## src/hw/scan_pkg.sv

```systemverilog
// Shared constants and types for the host-mapped scan engines
package scan_pkg;

    // ------------------------------------------------------------
    // Host address decode
    // ------------------------------------------------------------
    localparam int ADDR_W = 13;
    localparam int A_WIN_BIT = 12;
    localparam int A_ENG_BIT = 11;
    localparam int A_LEN_HI = 10;
    localparam int A_LEN_LO = 6;
    localparam int A_OP_HI = 5;
    localparam int A_OP_LO = 4;
    localparam int A_TRL_BIT = 3;
    localparam int A_HDR_BIT = 2;
    localparam int ONESHOT_ENG_RST_BIT = 2;
    localparam int NUM_ENG = 2;

    // ------------------------------------------------------------
    // Operation codes and state-walk patterns (TMS, first bit in LSB)
    // ------------------------------------------------------------
    localparam logic [1:0] OP_DR = 2'h1;
    localparam logic [1:0] OP_IR = 2'h2;
    localparam logic [1:0] OP_RST = 2'h3;
    localparam logic [7:0] PAT_HDR_DR = 8'h01;
    localparam logic [7:0] PAT_HDR_IR = 8'h03;
    localparam logic [7:0] PAT_TRL = 8'h01;
    localparam logic [7:0] PAT_RST = 8'h1F;
    localparam logic [5:0] CNT_HDR_DR = 6'h03;
    localparam logic [5:0] CNT_HDR_IR = 6'h04;
    localparam logic [5:0] CNT_TRL = 6'h02;
    localparam logic [5:0] CNT_RST = 6'h06;
    localparam logic [5:0] FULL_WORD = 6'h20;

    // ------------------------------------------------------------
    // Timing
    // ------------------------------------------------------------
    localparam int CLK_PERIOD_NS = 25;
    localparam int TCK_HALF_NS = 100;
    localparam int TCK_HALF_CYC_I = (TCK_HALF_NS + CLK_PERIOD_NS - 1) / CLK_PERIOD_NS;
    localparam logic [3:0] TCK_HALF_CYC = 4'(TCK_HALF_CYC_I);
    localparam logic [31:0] RDATA_RST = 32'h0000_0000;

    // ------------------------------------------------------------
    // Carriers
    // ------------------------------------------------------------
    typedef struct packed {
        logic wr;
        logic rd;
        logic [ADDR_W-1:0] addr;
        logic [31:0] wdata;
    } host_req_t;

    typedef struct packed {
        logic [5:0] len;
        logic [1:0] op;
        logic trl;
        logic hdr;
        logic [31:0] data;
    } scan_cmd_t;

    typedef struct packed {
        logic tck;
        logic tms;
        logic tdi;
    } scan_pins_t;

endpackage : scan_pkg

```

## src/hw/scan_engine.sv

```systemverilog
// One scan engine: TCK generation, header, shift and trailer sequencing
`timescale 1ns/100ps
module scan_engine
(
    input wire logic clk_sys,
    input wire logic rst_n,
    input wire logic eng_rst,
    input wire logic start,
    input scan_pkg::scan_cmd_t cmd,
    input wire logic tdo_s,
    output scan_pkg::scan_pins_t pins_q,
    output logic busy_q,
    output logic [31:0] cap_q
);
    import scan_pkg::*;

    typedef enum logic [2:0] {S_IDLE, S_HDR, S_SHIFT, S_TRL, S_RST} eng_state_t;

    eng_state_t state_q;
    scan_cmd_t cmd_q;
    logic [3:0] div_q;
    logic [5:0] cnt_q;
    logic [7:0] pat_q;
    logic [31:0] dat_q;
    logic clr;
    logic edge_t;
    logic rise;
    logic fall;

    assign clr = !rst_n || eng_rst;
    assign edge_t = (state_q != S_IDLE) && (div_q == TCK_HALF_CYC - 4'h1);
    assign rise = edge_t && !pins_q.tck;
    assign fall = edge_t && pins_q.tck;

    // ------------------------------------------------------------
    // TCK divider: runs only while a sequence is active
    // ------------------------------------------------------------
    always_ff @(posedge clk_sys)
    begin
        if (clr || state_q == S_IDLE || edge_t)
            div_q <= 4'h0;
        else
            div_q <= div_q + 4'h1;
    end

    always_ff @(posedge clk_sys)
    begin
        if (clr)
            pins_q.tck <= 1'b0;
        else if (edge_t)
            pins_q.tck <= ~pins_q.tck;
    end

    // ------------------------------------------------------------
    // Sequencer: a slot is one TCK period; TMS/TDI change at its start
    // ------------------------------------------------------------
    always_ff @(posedge clk_sys)
    begin
        if (clr)
        begin
            state_q <= S_IDLE;
            cnt_q <= 6'h00;
            pat_q <= 8'h00;
            dat_q <= 32'h0000_0000;
            cmd_q <= '0;
            pins_q.tms <= 1'b0;
            pins_q.tdi <= 1'b0;
        end
        else if (state_q == S_IDLE)
        begin
            if (start && cmd.op != 2'h0)
            begin
                cmd_q <= cmd;
                dat_q <= cmd.data;
                pins_q.tdi <= 1'b0;
                if (cmd.op == OP_RST)
                begin
                    // Five TMS highs reach reset, one low parks in idle
                    state_q <= S_RST;
                    pat_q <= PAT_RST;
                    cnt_q <= CNT_RST;
                    pins_q.tms <= PAT_RST[0];
                end
                else if (cmd.hdr)
                begin
                    // Walk from idle into the selected shift state
                    state_q <= S_HDR;
                    pat_q <= (cmd.op == OP_IR) ? PAT_HDR_IR : PAT_HDR_DR;
                    cnt_q <= (cmd.op == OP_IR) ? CNT_HDR_IR : CNT_HDR_DR;
                    pins_q.tms <= 1'b1;
                end
                else
                begin
                    state_q <= S_SHIFT;
                    cnt_q <= cmd.len;
                    pins_q.tdi <= cmd.data[0];
                    pins_q.tms <= cmd.trl && (cmd.len == 6'h01);
                end
            end
        end
        else if (fall)
        begin
            cnt_q <= cnt_q - 6'h01;
            pat_q <= pat_q >> 1;
            unique case (state_q)
                S_HDR:
                begin
                    if (cnt_q == 6'h01)
                    begin
                        state_q <= S_SHIFT;
                        cnt_q <= cmd_q.len;
                        pins_q.tdi <= dat_q[0];
                        pins_q.tms <= cmd_q.trl && (cmd_q.len == 6'h01);
                    end
                    else
                        pins_q.tms <= pat_q[1];
                end
                S_SHIFT:
                begin
                    // Only the low len bits of the word ever reach TDI
                    dat_q <= dat_q >> 1;
                    pins_q.tdi <= dat_q[1];
                    pins_q.tms <= cmd_q.trl && (cnt_q == 6'h02);
                    if (cnt_q == 6'h01)
                    begin
                        pins_q.tdi <= 1'b0;
                        if (cmd_q.trl)
                        begin
                            // Last shift bit left via exit; update then idle
                            state_q <= S_TRL;
                            pat_q <= PAT_TRL;
                            cnt_q <= CNT_TRL;
                            pins_q.tms <= PAT_TRL[0];
                        end
                        else
                        begin
                            state_q <= S_IDLE;
                            pins_q.tms <= 1'b0;
                        end
                    end
                end
                S_TRL, S_RST:
                begin
                    if (cnt_q == 6'h01)
                    begin
                        state_q <= S_IDLE;
                        pins_q.tms <= 1'b0;
                    end
                    else
                        pins_q.tms <= pat_q[1];
                end
                S_IDLE:
                begin
                    state_q <= S_IDLE;
                end
            endcase
        end
    end

    // ------------------------------------------------------------
    // Capture: TDO sampled on each rising TCK of the shift
    // ------------------------------------------------------------
    always_ff @(posedge clk_sys)
    begin
        if (clr)
            cap_q <= 32'h0000_0000;
        else if (state_q == S_SHIFT && rise)
            cap_q <= {tdo_s, cap_q[31:1]};
        else if (state_q == S_SHIFT && fall && cnt_q == 6'h01)
            // Right-align short shifts so bit 0 is the first bit out
            cap_q <= cap_q >> (FULL_WORD - cmd_q.len);
    end

    always_ff @(posedge clk_sys)
    begin
        if (clr)
            busy_q <= 1'b0;
        else
            busy_q <= (state_q != S_IDLE) || (start && cmd.op != 2'h0);
    end

    logic [5:0] nbits_q;
    always_ff @(posedge clk_sys)
    begin
        if (clr || state_q != S_SHIFT)
            nbits_q <= 6'h00;
        else if (rise)
            nbits_q <= nbits_q + 6'h01;
    end
endmodule : scan_engine

```

## src/hw/host_scan_engine.sv

```systemverilog
// Host-mapped pair of scan engines with read-back of captured TDO data
`timescale 1ns/100ps

module host_scan_engine
(
    input wire logic clk_sys,
    input wire logic rst_n,
    input scan_pkg::host_req_t req,
    input wire logic oneshot_wr,
    input wire logic [31:0] oneshot_data,
    input wire logic [scan_pkg::NUM_ENG-1:0] tdo,
    output scan_pkg::scan_pins_t [scan_pkg::NUM_ENG-1:0] pins_q,
    output logic [scan_pkg::NUM_ENG-1:0] busy_q,
    output logic [31:0] rdata_q,
    output logic rd_valid_q
);
    import scan_pkg::*;

    // ------------------------------------------------------------
    // Decode helpers
    // ------------------------------------------------------------
    function automatic logic hit_engine(input logic [ADDR_W-1:0] a, input int e);
        return a[A_WIN_BIT] && (a[A_ENG_BIT] == e[0]);
    endfunction : hit_engine

    function automatic scan_cmd_t decode_cmd(input host_req_t r);
        scan_cmd_t c;
        c.len = {1'b0, r.addr[A_LEN_HI:A_LEN_LO]} + 6'h01;
        c.op = r.addr[A_OP_HI:A_OP_LO];
        c.trl = r.addr[A_TRL_BIT];
        c.hdr = r.addr[A_HDR_BIT];
        c.data = r.wdata;
        return c;
    endfunction : decode_cmd

    // ------------------------------------------------------------
    // One-shot engine reset
    // ------------------------------------------------------------
    logic eng_rst_q;
    always_ff @(posedge clk_sys)
    begin
        if (!rst_n)
            eng_rst_q <= 1'b0;
        else
            eng_rst_q <= oneshot_wr && oneshot_data[ONESHOT_ENG_RST_BIT];
    end

    // ------------------------------------------------------------
    // Engines
    // ------------------------------------------------------------
    scan_cmd_t cmd;
    logic [31:0] cap [NUM_ENG];
    logic [NUM_ENG-1:0] start;

    assign cmd = decode_cmd(req);

    genvar g;
    generate
        for (g = 0; g < NUM_ENG; g++)
        begin : g_eng
            logic tdo_m_q;
            logic tdo_s_q;

            // TDO arrives from the target's domain; only the second flop is read
            always_ff @(posedge clk_sys)
            begin
                if (!rst_n)
                begin
                    tdo_m_q <= 1'b0;
                    tdo_s_q <= 1'b0;
                end
                else
                begin
                    tdo_m_q <= tdo[g];
                    tdo_s_q <= tdo_m_q;
                end
            end

            // Writes to a running engine are dropped, not queued
            assign start[g] = req.wr && hit_engine(req.addr, g) && !busy_q[g];

            scan_engine u_eng
            (
                .clk_sys(clk_sys),
                .rst_n(rst_n),
                .eng_rst(eng_rst_q),
                .start(start[g]),
                .cmd(cmd),
                .tdo_s(tdo_s_q),
                .pins_q(pins_q[g]),
                .busy_q(busy_q[g]),
                .cap_q(cap[g])
            );
        end
    endgenerate

    // ------------------------------------------------------------
    // Read-back: whole word, engine picked by bit 11 alone
    // ------------------------------------------------------------
    always_ff @(posedge clk_sys)
    begin
        if (!rst_n)
        begin
            rdata_q <= RDATA_RST;
            rd_valid_q <= 1'b0;
        end
        else
        begin
            rd_valid_q <= req.rd && req.addr[A_WIN_BIT];
            if (req.rd && req.addr[A_WIN_BIT])
                rdata_q <= cap[req.addr[A_ENG_BIT]];
        end
    end

    // ------------------------------------------------------------
    // Per-engine pin checks
    // ------------------------------------------------------------
    generate
        for (g = 0; g < NUM_ENG; g++)
        begin : g_chk
            logic tck_prev_q;
            logic [3:0] tck_high_q;

            // Times the high phase; an engine reset may cut it short
            always_ff @(posedge clk_sys)
            begin
                tck_prev_q <= pins_q[g].tck;
                if (!rst_n || eng_rst_q || !pins_q[g].tck)
                    tck_high_q <= 4'h0;
                else
                    tck_high_q <= tck_high_q + 4'h1;
            end

        end
    endgenerate
endmodule : host_scan_engine

```

## config.mk

```make
export PLATFORM = sky130hd
export DESIGN_NAME = host_scan_engine
export DESIGN_NICKNAME = d
export VERILOG_FILES = /design/src/hw/scan_pkg.sv /design/src/hw/scan_engine.sv /design/src/hw/host_scan_engine.sv
export SDC_FILE = /design/constraint.sdc
export NUM_CORES = 1
export LEC_CHECK = 0
export ABC_AREA = 1
export ABC_CLOCK_PERIOD_IN_PS = 2380
export BUFFER_PORTS_ARGS = -buffer_cell sky130_fd_sc_hd__clkbuf_2
export CAP_MARGIN = 40
export CORE_MARGIN = 8
export CORE_UTILIZATION = 50
export CTS_CLUSTER_DIAMETER = 60
export DETAILED_ROUTE_END_ITERATION = 8
export PLACE_DENSITY = 0.79
export SKIP_CTS_REPAIR_TIMING = 1
export SLEW_MARGIN = 20
export SYNTH_ARGS = -nofsm -noshare
export SYNTH_HDL_FRONTEND = slang
export SYNTH_SLANG_ARGS = --single-unit
```

## constraint.sdc

```tcl
create_clock -name clk_sys -period 2.38 [get_ports clk_sys]
set_input_delay 0.119 -clock clk_sys [delete_from_list [all_inputs] [get_ports clk_sys]]
set_output_delay 0.119 -clock clk_sys [all_outputs]
set_load 0.01 [all_outputs]
```

==> results.toml, run 1 <==
[yosys]
ys_ff_latch = 222
ys.flop_type = "dfxtp_1"
syn_area_per_cell_um2 = 6.25
synth-edff-count = 0
yosys_warnings = 0
syn_nets = 2286
syn_inst = 2188
synthArstFlopShare_pct = 0
synth-seq-area-share_pct = 32.5
ys_types = 39
netlist_area_um2 = 13700

[power_and_ir_drop]
p_int_mw = 8.32
p_seq_share_pct = 31.8
power_density_nw_per_um2 = 919
leakage_nw = 7.01
power.share.clock_pct = 28.7
swShare_pct = 41.7
p_sw_mw = 5.96
combPwrFrac_pct = 39.5
power.total_mw = 14.3
ir_worst_vdd_v = 0.000715

[drt]
via_count = 15200
drc = 0
firstDrtPassIters = 6
route.antenna.remaining_nets = 0
viasPerCell = 5.80
drtIter0Drc = 1771
routedWlPerCell_um = 16.5
drt-total-wl_mm = 43.3

[run]
max-cap-violations = 0

[floorplan]
die-area_um2 = 32900
core_area_um2 = 26900
rows = 60
ioPinCount = 125
dieHeight_um = 181
dieWidth_um = 181
initial_core_util_pct = 50.8

[layout]
syn_to_final_growth_pct = 13.7
layout-drive-gt1-share_pct = 10.7
n_antenna_cell = 0
fin_nets = 2354
layout_commonest_cell = "nand2_1"
mostFrequentLayoutCells = "nand2_1, nand3_1, dfxtp_1, a21oi_1, o21ai_0"

[timing]
worstMarginPinSlew_ns = 0.757
fin_setup_tns_ns = 0
finalSetupViolCount = 0
rsz0062_at_grt = "false"
setup_slack_ns = 0.227
timing.hold.ws_ns = -0.0250
clock.fmax_mhz = 464
post-route-period-util_pct = 90.5
period_needed_ns = 2.15
slew_viol_final = 0
hold_violations = 1
maxSlewHeadroom_pct = 49.1
fin_skew_ns = 0.0359

[global_route]
antenna_found_initial = 0
globalRouteTotalUtil_pct = 24.9
grt_max_degree = 101
grt_pass1_vias = 13800
gr-total-overflow = 0
grt_first_pass_wirelength_mm = 69.6

[worst_hold_path]
hold_path_class = "primary input to flip-flop"
hold_path_depth = 5

[clock_tree]
clock_latency_ns = 0.55
cts_root_buf = "clkbuf_16"
htree_levels = 1
max-clock-path-buffers = 3
cts_tree = "yes"
numCtsBuffers = 28
cts.sinks = 222
clkTransAtPathRegs_ns = 0.06

[worst_setup_path]
crit_path_end_kind = "flip-flop"
required_ns = 2.84
rr_worst_depth = 12
cp.depth = 12
crit_family = "buffers and inverters"
worst_setup_path_start_kind = "flip-flop"
cp_slowest_stage_delay_ns = 0.38
arrival_ns = 2.61
cp_common_cell = "nand2_1"
cp_cell_sequence = "inv_1 -> ha_1 -> nand2_1 -> nand2_1 -> inv_2 -> buf_4 -> nand3_1 -> nand3_1 -> nand3_1 -> nand2_1 -> nand2_1 -> a21oi_1"
crit_buf_inv = 3
critical_path_class = "flip-flop to flip-flop"
crit_path_top_delay_cell = "dfxtp_1"
worst-path-max-fanout = 26

[outcome]
status = "finished with violations"
violations = "hold timing"

[placement]
dp_slack_ns = 0.270
hpwl_mm = 30.7
gp_congestion = 0.981
io_buffers = 91
[worst paths after layout]
| kind | slack, ns | endpoint | start |
|---|---|---|---|
| worst max register to register | 0.23 | g_eng[0].u_eng.cap_q[8]$_SDFFE_PP0P_ | g_eng[0].u_eng.cmd_q[37]$_SDFFE_PP0P_ |
| worst min-delay path | -0.03 | g_eng[0].u_eng.busy_q$_SDFF_PP0_ | req[44] |
| worst max-delay path | 0.23 | g_eng[0].u_eng.cap_q[8]$_SDFFE_PP0P_ | g_eng[0].u_eng.cmd_q[37]$_SDFFE_PP0P_ |
| worst min register to register | 0.44 | g_eng[1].tdo_s_q$_SDFF_PN0_ | g_eng[1].tdo_m_q$_SDFF_PN0_ |
[synth_stat cells (2+ instances only)]
cell type	n	area, um2
ha_1	14	175
o21ai_2	3	26.3
a31oi_1	65	407
o22ai_1	4	25.0
clkbuf_1	46	173
nor2_4	8	90.1
nor3_1	7	35.0
inv_1	139	522
nand2_4	3	33.8
nand3_1	327	1640
a21oi_1	180	901
buf_1	11	41.3
nand3_4	2	35.0
o211ai_1	36	270
nand3_2	3	30.0
o21ai_1	44	220
nor2_2	9	56.3
or2_2	3	18.8
buf_4	21	158
nand2_2	10	62.6
and2_1	4	25.0
nor2_1	85	319
o21ai_0	150	751
nand4_1	7	43.8
dfxtp_1	222	4440
buf_6	6	67.6
clkbuf_2	2	10.0
xnor2_1	4	35.0
nand2_1	686	2570
inv_2	21	78.8
buf_2	50	250
xor2_1	9	78.8
[stage by stage]
stage	util, %	instance area [um2]	instances
3_5_place_dp	52.9	14200	2525
6_report	57.8	15500	2618
5_1_grt	57.8	15500	2618
4_1_cts	56.2	15100	2576
2_1_floorplan	-	13700	2188
3_3_place_gp	52.9	14200	2525
[layer usage]
layer	GRT usage, %	wire [um]
met5	0	0
met3	4.57	3850
met4	7.77	1290
met2	39.5	19400
met1	33.6	18700
[state kept, by name (all words and copies together), names as in the netlist]
register,flops
g_eng.u_eng.busy_q,2
rd_valid_q,1
g_eng.u_eng.pins_q,6
g_eng.u_eng.dat_q,64
g_eng.u_eng.cap_q,64
g_eng.u_eng.cnt_q,12
g_eng.tdo_s_q,2
g_eng.tdo_m_q,2
rdata_q,32
eng_rst_q,1
g_eng.u_eng.div_q,8
g_eng.u_eng.pat_q,8
g_eng.u_eng.cmd_q,14
g_eng.u_eng.state_q,6
[power groups by stage]
stage / registers [mW] / clock network, mW / logic (mW)
global placement: 4.59 / 0 / 5.37
floorplan: 4.55 / 0 / 4.33
CTS: 4.53 / 4.11 / 5.50
global route: 4.60 / 4.28 / 6.30
finish: 4.54 / 4.09 / 5.64
detailed placement: 4.60 / 0 / 5.47
[tightest hold or removal path: stages]
cell	delay, ns
clkbuf_2	0.09
nand2_1	0.07
nor2_2	0.06
nand3_2	0.08
a21oi_1	0.06
[cell families (layout without fill, tap and decap cells)]
group / Yosys count / in the layout / share of synthesized area [%]
AO/OA/AOI/OAI: 484 / 484 / 19.1
XOR/XNOR: 13 / 13 / 0.833
AND/OR/NAND/NOR: 1157 / 1157 / 36.6
buffers and inverters: 298 / 387 / 9.60
adder cells (fa/ha/maj): 14 / 14 / 1.28
flip-flops: 222 / 222 / 32.5
[layout make-up]
type | instances | area (um2)
Clock buffer | 40 | 796
Clock inverter | 11 | 98.8
Fill cell | 2592 | 11300
Inverter | 162 | 614
Multi-Input combinational cell | 1668 | 7910
Sequential cell | 222 | 4440
Tap cell | 341 | 427
Timing Repair Buffer | 174 | 1250
No activity file was read; power rests on OpenSTA's default activity.
==> run 2: changes to the inputs <==
CORE_UTILIZATION = 44   (was 50)
PLACE_DENSITY = 0.72   (was 0.79)
==> run 2 against run 1 <==
Compared with the run above:
- the run now ends clean
- global-route usage down 2.2 points
- register-to-register slack about the same
- die area up 12%
- sequential power about the same
- hold slack gained 0.045 ns
- worst setup slack worse by 0.041 ns
- clock-buffer cell count stayed put
- maximum frequency decreased by 1.9%
- critical path depth did not move
- critical endpoint is now g_eng[0].u_eng.state_q[0]$_SDFFE_PP0P_
==> results.toml, run 2 (same netlist as run 1, synthesis figures left out) <==
[drt]
drt-total-wl_mm = 43.5
route.antenna.remaining_nets = 0
routedWlPerCell_um = 16.3
viasPerCell = 5.62
firstDrtPassIters = 6
drtIter0Drc = 1640
via_count = 15000
drc = 0

[worst_setup_path]
crit_path_top_delay_cell = "dlygate4sd3_1"
crit_path_end_kind = "flip-flop"
required_ns = 2.82
cp_cell_sequence = "dlygate4sd3_1 -> clkbuf_2 -> nand2_1 -> dlygate4sd3_1 -> nor2_2 -> nand3_2 -> nand2_2 -> nand2_4 -> inv_1 -> nand2_1 -> o21ai_0 -> a21oi_1"
crit_buf_inv = 4
crit_family = "buffers and inverters"
arrival_ns = 2.64
critical_path_class = "primary input to flip-flop"
cp_slowest_stage_delay_ns = 0.56
worst-path-max-fanout = 13
worst_setup_path_start_kind = "primary input"

[layout]
fillers = 3115
fin_nets = 2354
layout_commonest_cell = "nand2_1"
mostFrequentLayoutCells = "nand2_1, nand3_1, dfxtp_1, a21oi_1, o21ai_0"
n_antenna_cell = 0
layout-drive-gt1-share_pct = 10.9
syn_to_final_growth_pct = 14.7
reg_top3 = "g_eng.u_eng.cap_q (64), g_eng.u_eng.dat_q (64), rdata_q (32)"

[global_route]
grt_max_degree = 59
grt_first_pass_wirelength_mm = 69.5
grt_pass1_vias = 13500
gr-total-overflow = 0
antenna_found_initial = 0
globalRouteTotalUtil_pct = 22.6

[timing]
fin_skew_ns = 0.0247
hold_violations = 0
fin_setup_tns_ns = 0
post-route-period-util_pct = 92.2
maxSlewHeadroom_pct = 50.6
slew_viol_final = 0
rsz0062_at_grt = "false"
finalSetupViolCount = 0
period_needed_ns = 2.19
worstMarginPinSlew_ns = 0.735
clock.fmax_mhz = 456
setup_slack_ns = 0.186

[floorplan]
dieWidth_um = 192
dieHeight_um = 192
ioPinCount = 125
die-area_um2 = 37000
rows = 64
core_area_um2 = 30600
initial_core_util_pct = 44.7

[clock_tree]
clkTransAtPathRegs_ns = 0.06
clock_latency_ns = 0.56
numCtsBuffers = 29
htree_levels = 1
cts.sinks = 222
cts_root_buf = "clkbuf_16"
cts_tree = "yes"
max-clock-path-buffers = 3

[power_and_ir_drop]
swShare_pct = 41.4
power_density_nw_per_um2 = 920
p_seq_share_pct = 31.5
ir_worst_vdd_v = 0.000737
p_int_mw = 8.45
p_sw_mw = 5.97
combPwrFrac_pct = 39.1
leakage_nw = 7.05
power.share.clock_pct = 29.4

[run]
max-cap-violations = 0

[placement]
dp_slack_ns = 0.299
gp_congestion = 0.927
io_buffers = 91
hpwl_mm = 30.9

[worst_hold_path]
hold_path_class = "primary input to flip-flop"

[outcome]
status = "complete, no violations"
## run 2: cell types whose count changed in the layout (fill, tap and decap cells not counted), sizes merged
cell and delta:
inv +1, buf -1, clkinv +4, clkinvlp -3
## run 2: stage by stage
| step | instances | area, um2 | utilization (%) | power (mW) | hold slack, ns |
|---|---|---|---|---|---|
| 6_report | 2674 | 15700 | 51.2 | 14.4 | 0.0195 |
| 3_5_place_dp | 2579 | 14300 | 46.8 | 10.1 | 0.306 |
| 2_1_floorplan | 2188 | 13700 | - | 8.88 | 0.209 |
| 5_1_grt | 2674 | 15700 | 51.2 | 15.3 | 0.0428 |
| 4_1_cts | 2632 | 15300 | 49.9 | 14.3 | -0.265 |
| 3_3_place_gp | 2579 | 14300 | 46.8 | 10.0 | 0.305 |
## run 2: layout make-up
type / instances / area [um2] / area share, %
clock buffers: 40 / 837 / 5.34
flip-flops and latches: 222 / 4440 / 28.4
repair buffers: 173 / 1280 / 8.14
inverters: 162 / 612 / 3.90
well taps: 396 / 495 / 3.16
multi-input cells: 1668 / 7910 / 50.5
clock inverters: 13 / 96.3 / 0.615
## run 2: final timing paths
check | start | endpoint | slack [ns] | cells past startpoint
max reg2reg | g_eng[1].u_eng.cmd_q[37]$_SDFFE_PP0P_ | g_eng[1].u_eng.cap_q[19]$_SDFFE_PP0P_ | 0.23 | 12
max | req[46] | g_eng[0].u_eng.state_q[0]$_SDFFE_PP0P_ | 0.19 | 12
min reg2reg | g_eng[0].tdo_m_q$_SDFF_PN0_ | g_eng[0].tdo_s_q$_SDFF_PN0_ | 0.43 | 2
min | req[36] | g_eng[1].u_eng.busy_q$_SDFF_PP0_ | 0.02 | 5
## run 2: metal layers
layer / part of all wire [%] / GRT usage, % / vias up
li1: - / - / 7458
met1: 45 / 31.7 / 6821
met2: 43 / 34.8 / 677
met3: 8.9 / 3.65 / 79
met4: 3.0 / 7.46 / 0
met5: 0 / 0 / -
## run 2: worst min-delay path: stages
cell and delay, ns:
clkbuf_2 0.09, nor2_1 0.10, nor2_2 0.07, nand3_2 0.08
a21oi_1 0.06
## run 2: power groups by stage
stage / Combinational [mW] / Clock [mW] / Sequential (mW)
floorplan: 4.33 / 0 / 4.55
global placement: 5.44 / 0 / 4.59
detailed placement: 5.51 / 0 / 4.60
CTS: 5.53 / 4.28 / 4.53
global route: 6.28 / 4.46 / 4.59
finish: 5.64 / 4.24 / 4.54
==> run 3: changes to the inputs <==
ABC_AREA = default   (was 1)
==> run 3 against run 2 <==
Compared with the run above:
- the run now ends with setup timing left
- clock-buffer cell count is 3 lower
- global-route usage increased by 1.4 points
- cell area rose by 11%
- highest routed layer unchanged
- die area is 0.29% higher
- combinational power is 70% lower
- largest cell class unchanged
==> results.toml, run 3 <==
[clock_tree]
cts_tree = "yes"
clock_latency_ns = 0.55
htree_levels = 1
clkTransAtPathRegs_ns = 0.06
cts.sinks = 222
max-clock-path-buffers = 3
numCtsBuffers = 27
cts_root_buf = "clkbuf_16"

[worst_setup_path]
crit_path_end_kind = "flip-flop"
worst-path-max-fanout = 5
critical_path_class = "flip-flop to flip-flop"
worst_setup_path_start_kind = "flip-flop"
rr_worst_depth = 9
reg2reg_from = "g_eng[0].u_eng.cmd_q[36]$_SDFFE_PP0P_"
required_ns = 2.81
cp-startpoint = "g_eng[0].u_eng.cmd_q[36]$_SDFFE_PP0P_"
reg2reg_slack_ns = -0.04
arrival_ns = 2.85

[outcome]
violations = "setup timing"
status = "finished with violations"

[timing]
fin_skew_ns = 0.0171
post-route-period-util_pct = 102
hold_violations = 0
slew_viol_final = 0
clock.fmax_mhz = 413
period_needed_ns = 2.42
finalSetupViolCount = 2
setup_slack_ns = -0.0403
rsz0062_at_grt = "true"
worstMarginPinSlew_ns = 0.682
maxSlewHeadroom_pct = 54.1
fin_setup_tns_ns = -0.0711

[yosys]
ys.flop_type = "dfxtp_1"
synth_top_area_share_pct = 32.4
synth-compound-area-share_pct = 23.3
synth_xor_area_share_pct = 1.79
ys_ff_latch = 222
synth-simple-area-share_pct = 20.3
synth_top_family_by_area = "compound AO/OA/AOI/OAI gates"
synth-adder-area-share_pct = 1.28
yosysTopAreaCell = "dfxtp_1"
netlist_area_um2 = 13700
synth_common_cells = "nand2_1, dfxtp_1, nor2_1"
synth-seq-area-share_pct = 32.4
syn_area_per_cell_um2 = 8.21
syn_inst = 1670
ys_types = 78
synthArstFlopShare_pct = 0
yosys-top-cells-area = "dfxtp_1, nand2_1, mux2i_1, mux4_2, nor2_1"
syn_nets = 1768
synth.area.mux_share_pct = 15.9
yosysMostFrequentCell = "nand2_1"
synth-edff-count = 0
yosys_warnings = 0

[layout]
n_antenna_cell = 0
utilization_pct = 56.8
reg_top3 = "g_eng.u_eng.cap_q (64), g_eng.u_eng.dat_q (64), rdata_q (32)"
mostFrequentLayoutCells = "nand2_1, dfxtp_1, nor2_1, buf_4, o21ai_0"
layout-drive-gt1-share_pct = 26.1
fillers = 2665
syn_to_final_growth_pct = 27.0
stdcell_area_um2 = 17400
layout_commonest_cell = "nand2_1"
fin_nets = 1953

[global_route]
antenna_found_initial = 0
globalRouteTotalUtil_pct = 24.0
grt_max_degree = 118
grt_pass1_vias = 13200
grt_first_pass_wirelength_mm = 72.4
gr-total-overflow = 0

[floorplan]
rows = 64
dieHeight_um = 193
die-area_um2 = 37100
ioPinCount = 125
initial_core_util_pct = 44.7
core_area_um2 = 30700
dieWidth_um = 193

[drt]
drc = 0
route.antenna.remaining_nets = 0
routedWlPerCell_um = 20.8
via_count = 14200
routed-wl-met2_mm = 21.7
met1_length_mm = 19.7
wl_met3_mm = 4.27
top_layer_used = "met4"
drtIter0Drc = 1218
firstDrtPassIters = 6
drt-total-wl_mm = 47.3
viasPerCell = 6.25

[placement]
gp_congestion = 0.962
hpwl_mm = 32.7
place_area_um2 = 15500
io_buffers = 91

[worst_hold_path]
hp-start = "req[36]"
hold_path_class = "primary input to flip-flop"
hold_path_depth = 3

[power_and_ir_drop]
ir_worst_vdd_v = 0.000471
power_density_nw_per_um2 = 558
leakage_nw = 7.03

[run]
max-cap-violations = 0
[run 3: changes by cell type after synthesis, sizes merged, moves of 64 or more]
cell    delta
nand3    -295
nand2    -439
a21oi    -110
mux2i     +90
a311oi    +64
o21ai     -89
inv      -137
nor2      +90
[run 3: final timing paths]
check,end
setup / recovery,g_eng[0].u_eng.cap_q[7]$_SDFFE_PP0P_
hold / removal,g_eng[0].u_eng.state_q[2]$_SDFFE_PP0P_
setup reg to reg,g_eng[0].u_eng.cap_q[7]$_SDFFE_PP0P_
hold reg to reg,g_eng[1].u_eng.cap_q[31]$_SDFFE_PP0P_
[run 3: final cells by class]
type | instances | area [um2] | share of cell area, %
Multi-Input combinational cell | 1279 | 9120 | 52.4
Sequential cell | 222 | 4460 | 25.6
Timing Repair Buffer | 301 | 2350 | 13.5
Clock buffer | 37 | 763 | 4.38
Tap cell | 396 | 495 | 2.85
Clock inverter | 10 | 119 | 0.683
Inverter | 24 | 105 | 0.604
[run 3: per-stage QoR]
stage               worst slack [ns]  hold WS [ns]  power [mW]  cells
finish                       -0.0403        0.0597        9.71   2269
global route                  -0.116         0.105        10.1   2269
CTS                          -0.0966        -0.213        9.58   2205
detailed placement           -0.0670         0.344        5.46   2158
global placement             -0.0694         0.338        5.44   2158
floorplan                     -0.255         0.207        4.94   1670
[run 3: worst max-delay path, stage by stage, from the launching register on]
cell	delay, ns
dfxtp_4	0.37
inv_8	0.03
ha_4	0.27
buf_12	0.13
mux2_4	0.30
mux4_2	0.49
mux2_4	0.30
and2_4	0.14
a311oi_2	0.23
nor2_1	0.06
[run 3: logic make-up after synthesis]
| family | count (synthesis) |
|---|---|
| AO/OA/AOI/OAI | 449 |
| multiplexers | 172 |
| buffers and inverters | 169 |
| adder cells (fa/ha/maj) | 14 |
| AND/OR/NAND/NOR | 616 |
| flip-flops | 222 |
| XOR/XNOR | 28 |
[run 3: power by group]
part	total, mW	switching [mW]	internal [mW]
Clock	4.14	1.68	2.46
Sequential	3.89	0.0654	3.82
Combinational	1.69	0.982	0.706
Total	9.71	2.73	6.98
[run 3: per-layer routing]
layer	global-route usage, %	up-vias
li1	-	6559
met1	32.1	6804
met2	38.0	690
met3	4.55	128
met4	8.93	0
met5	0	-
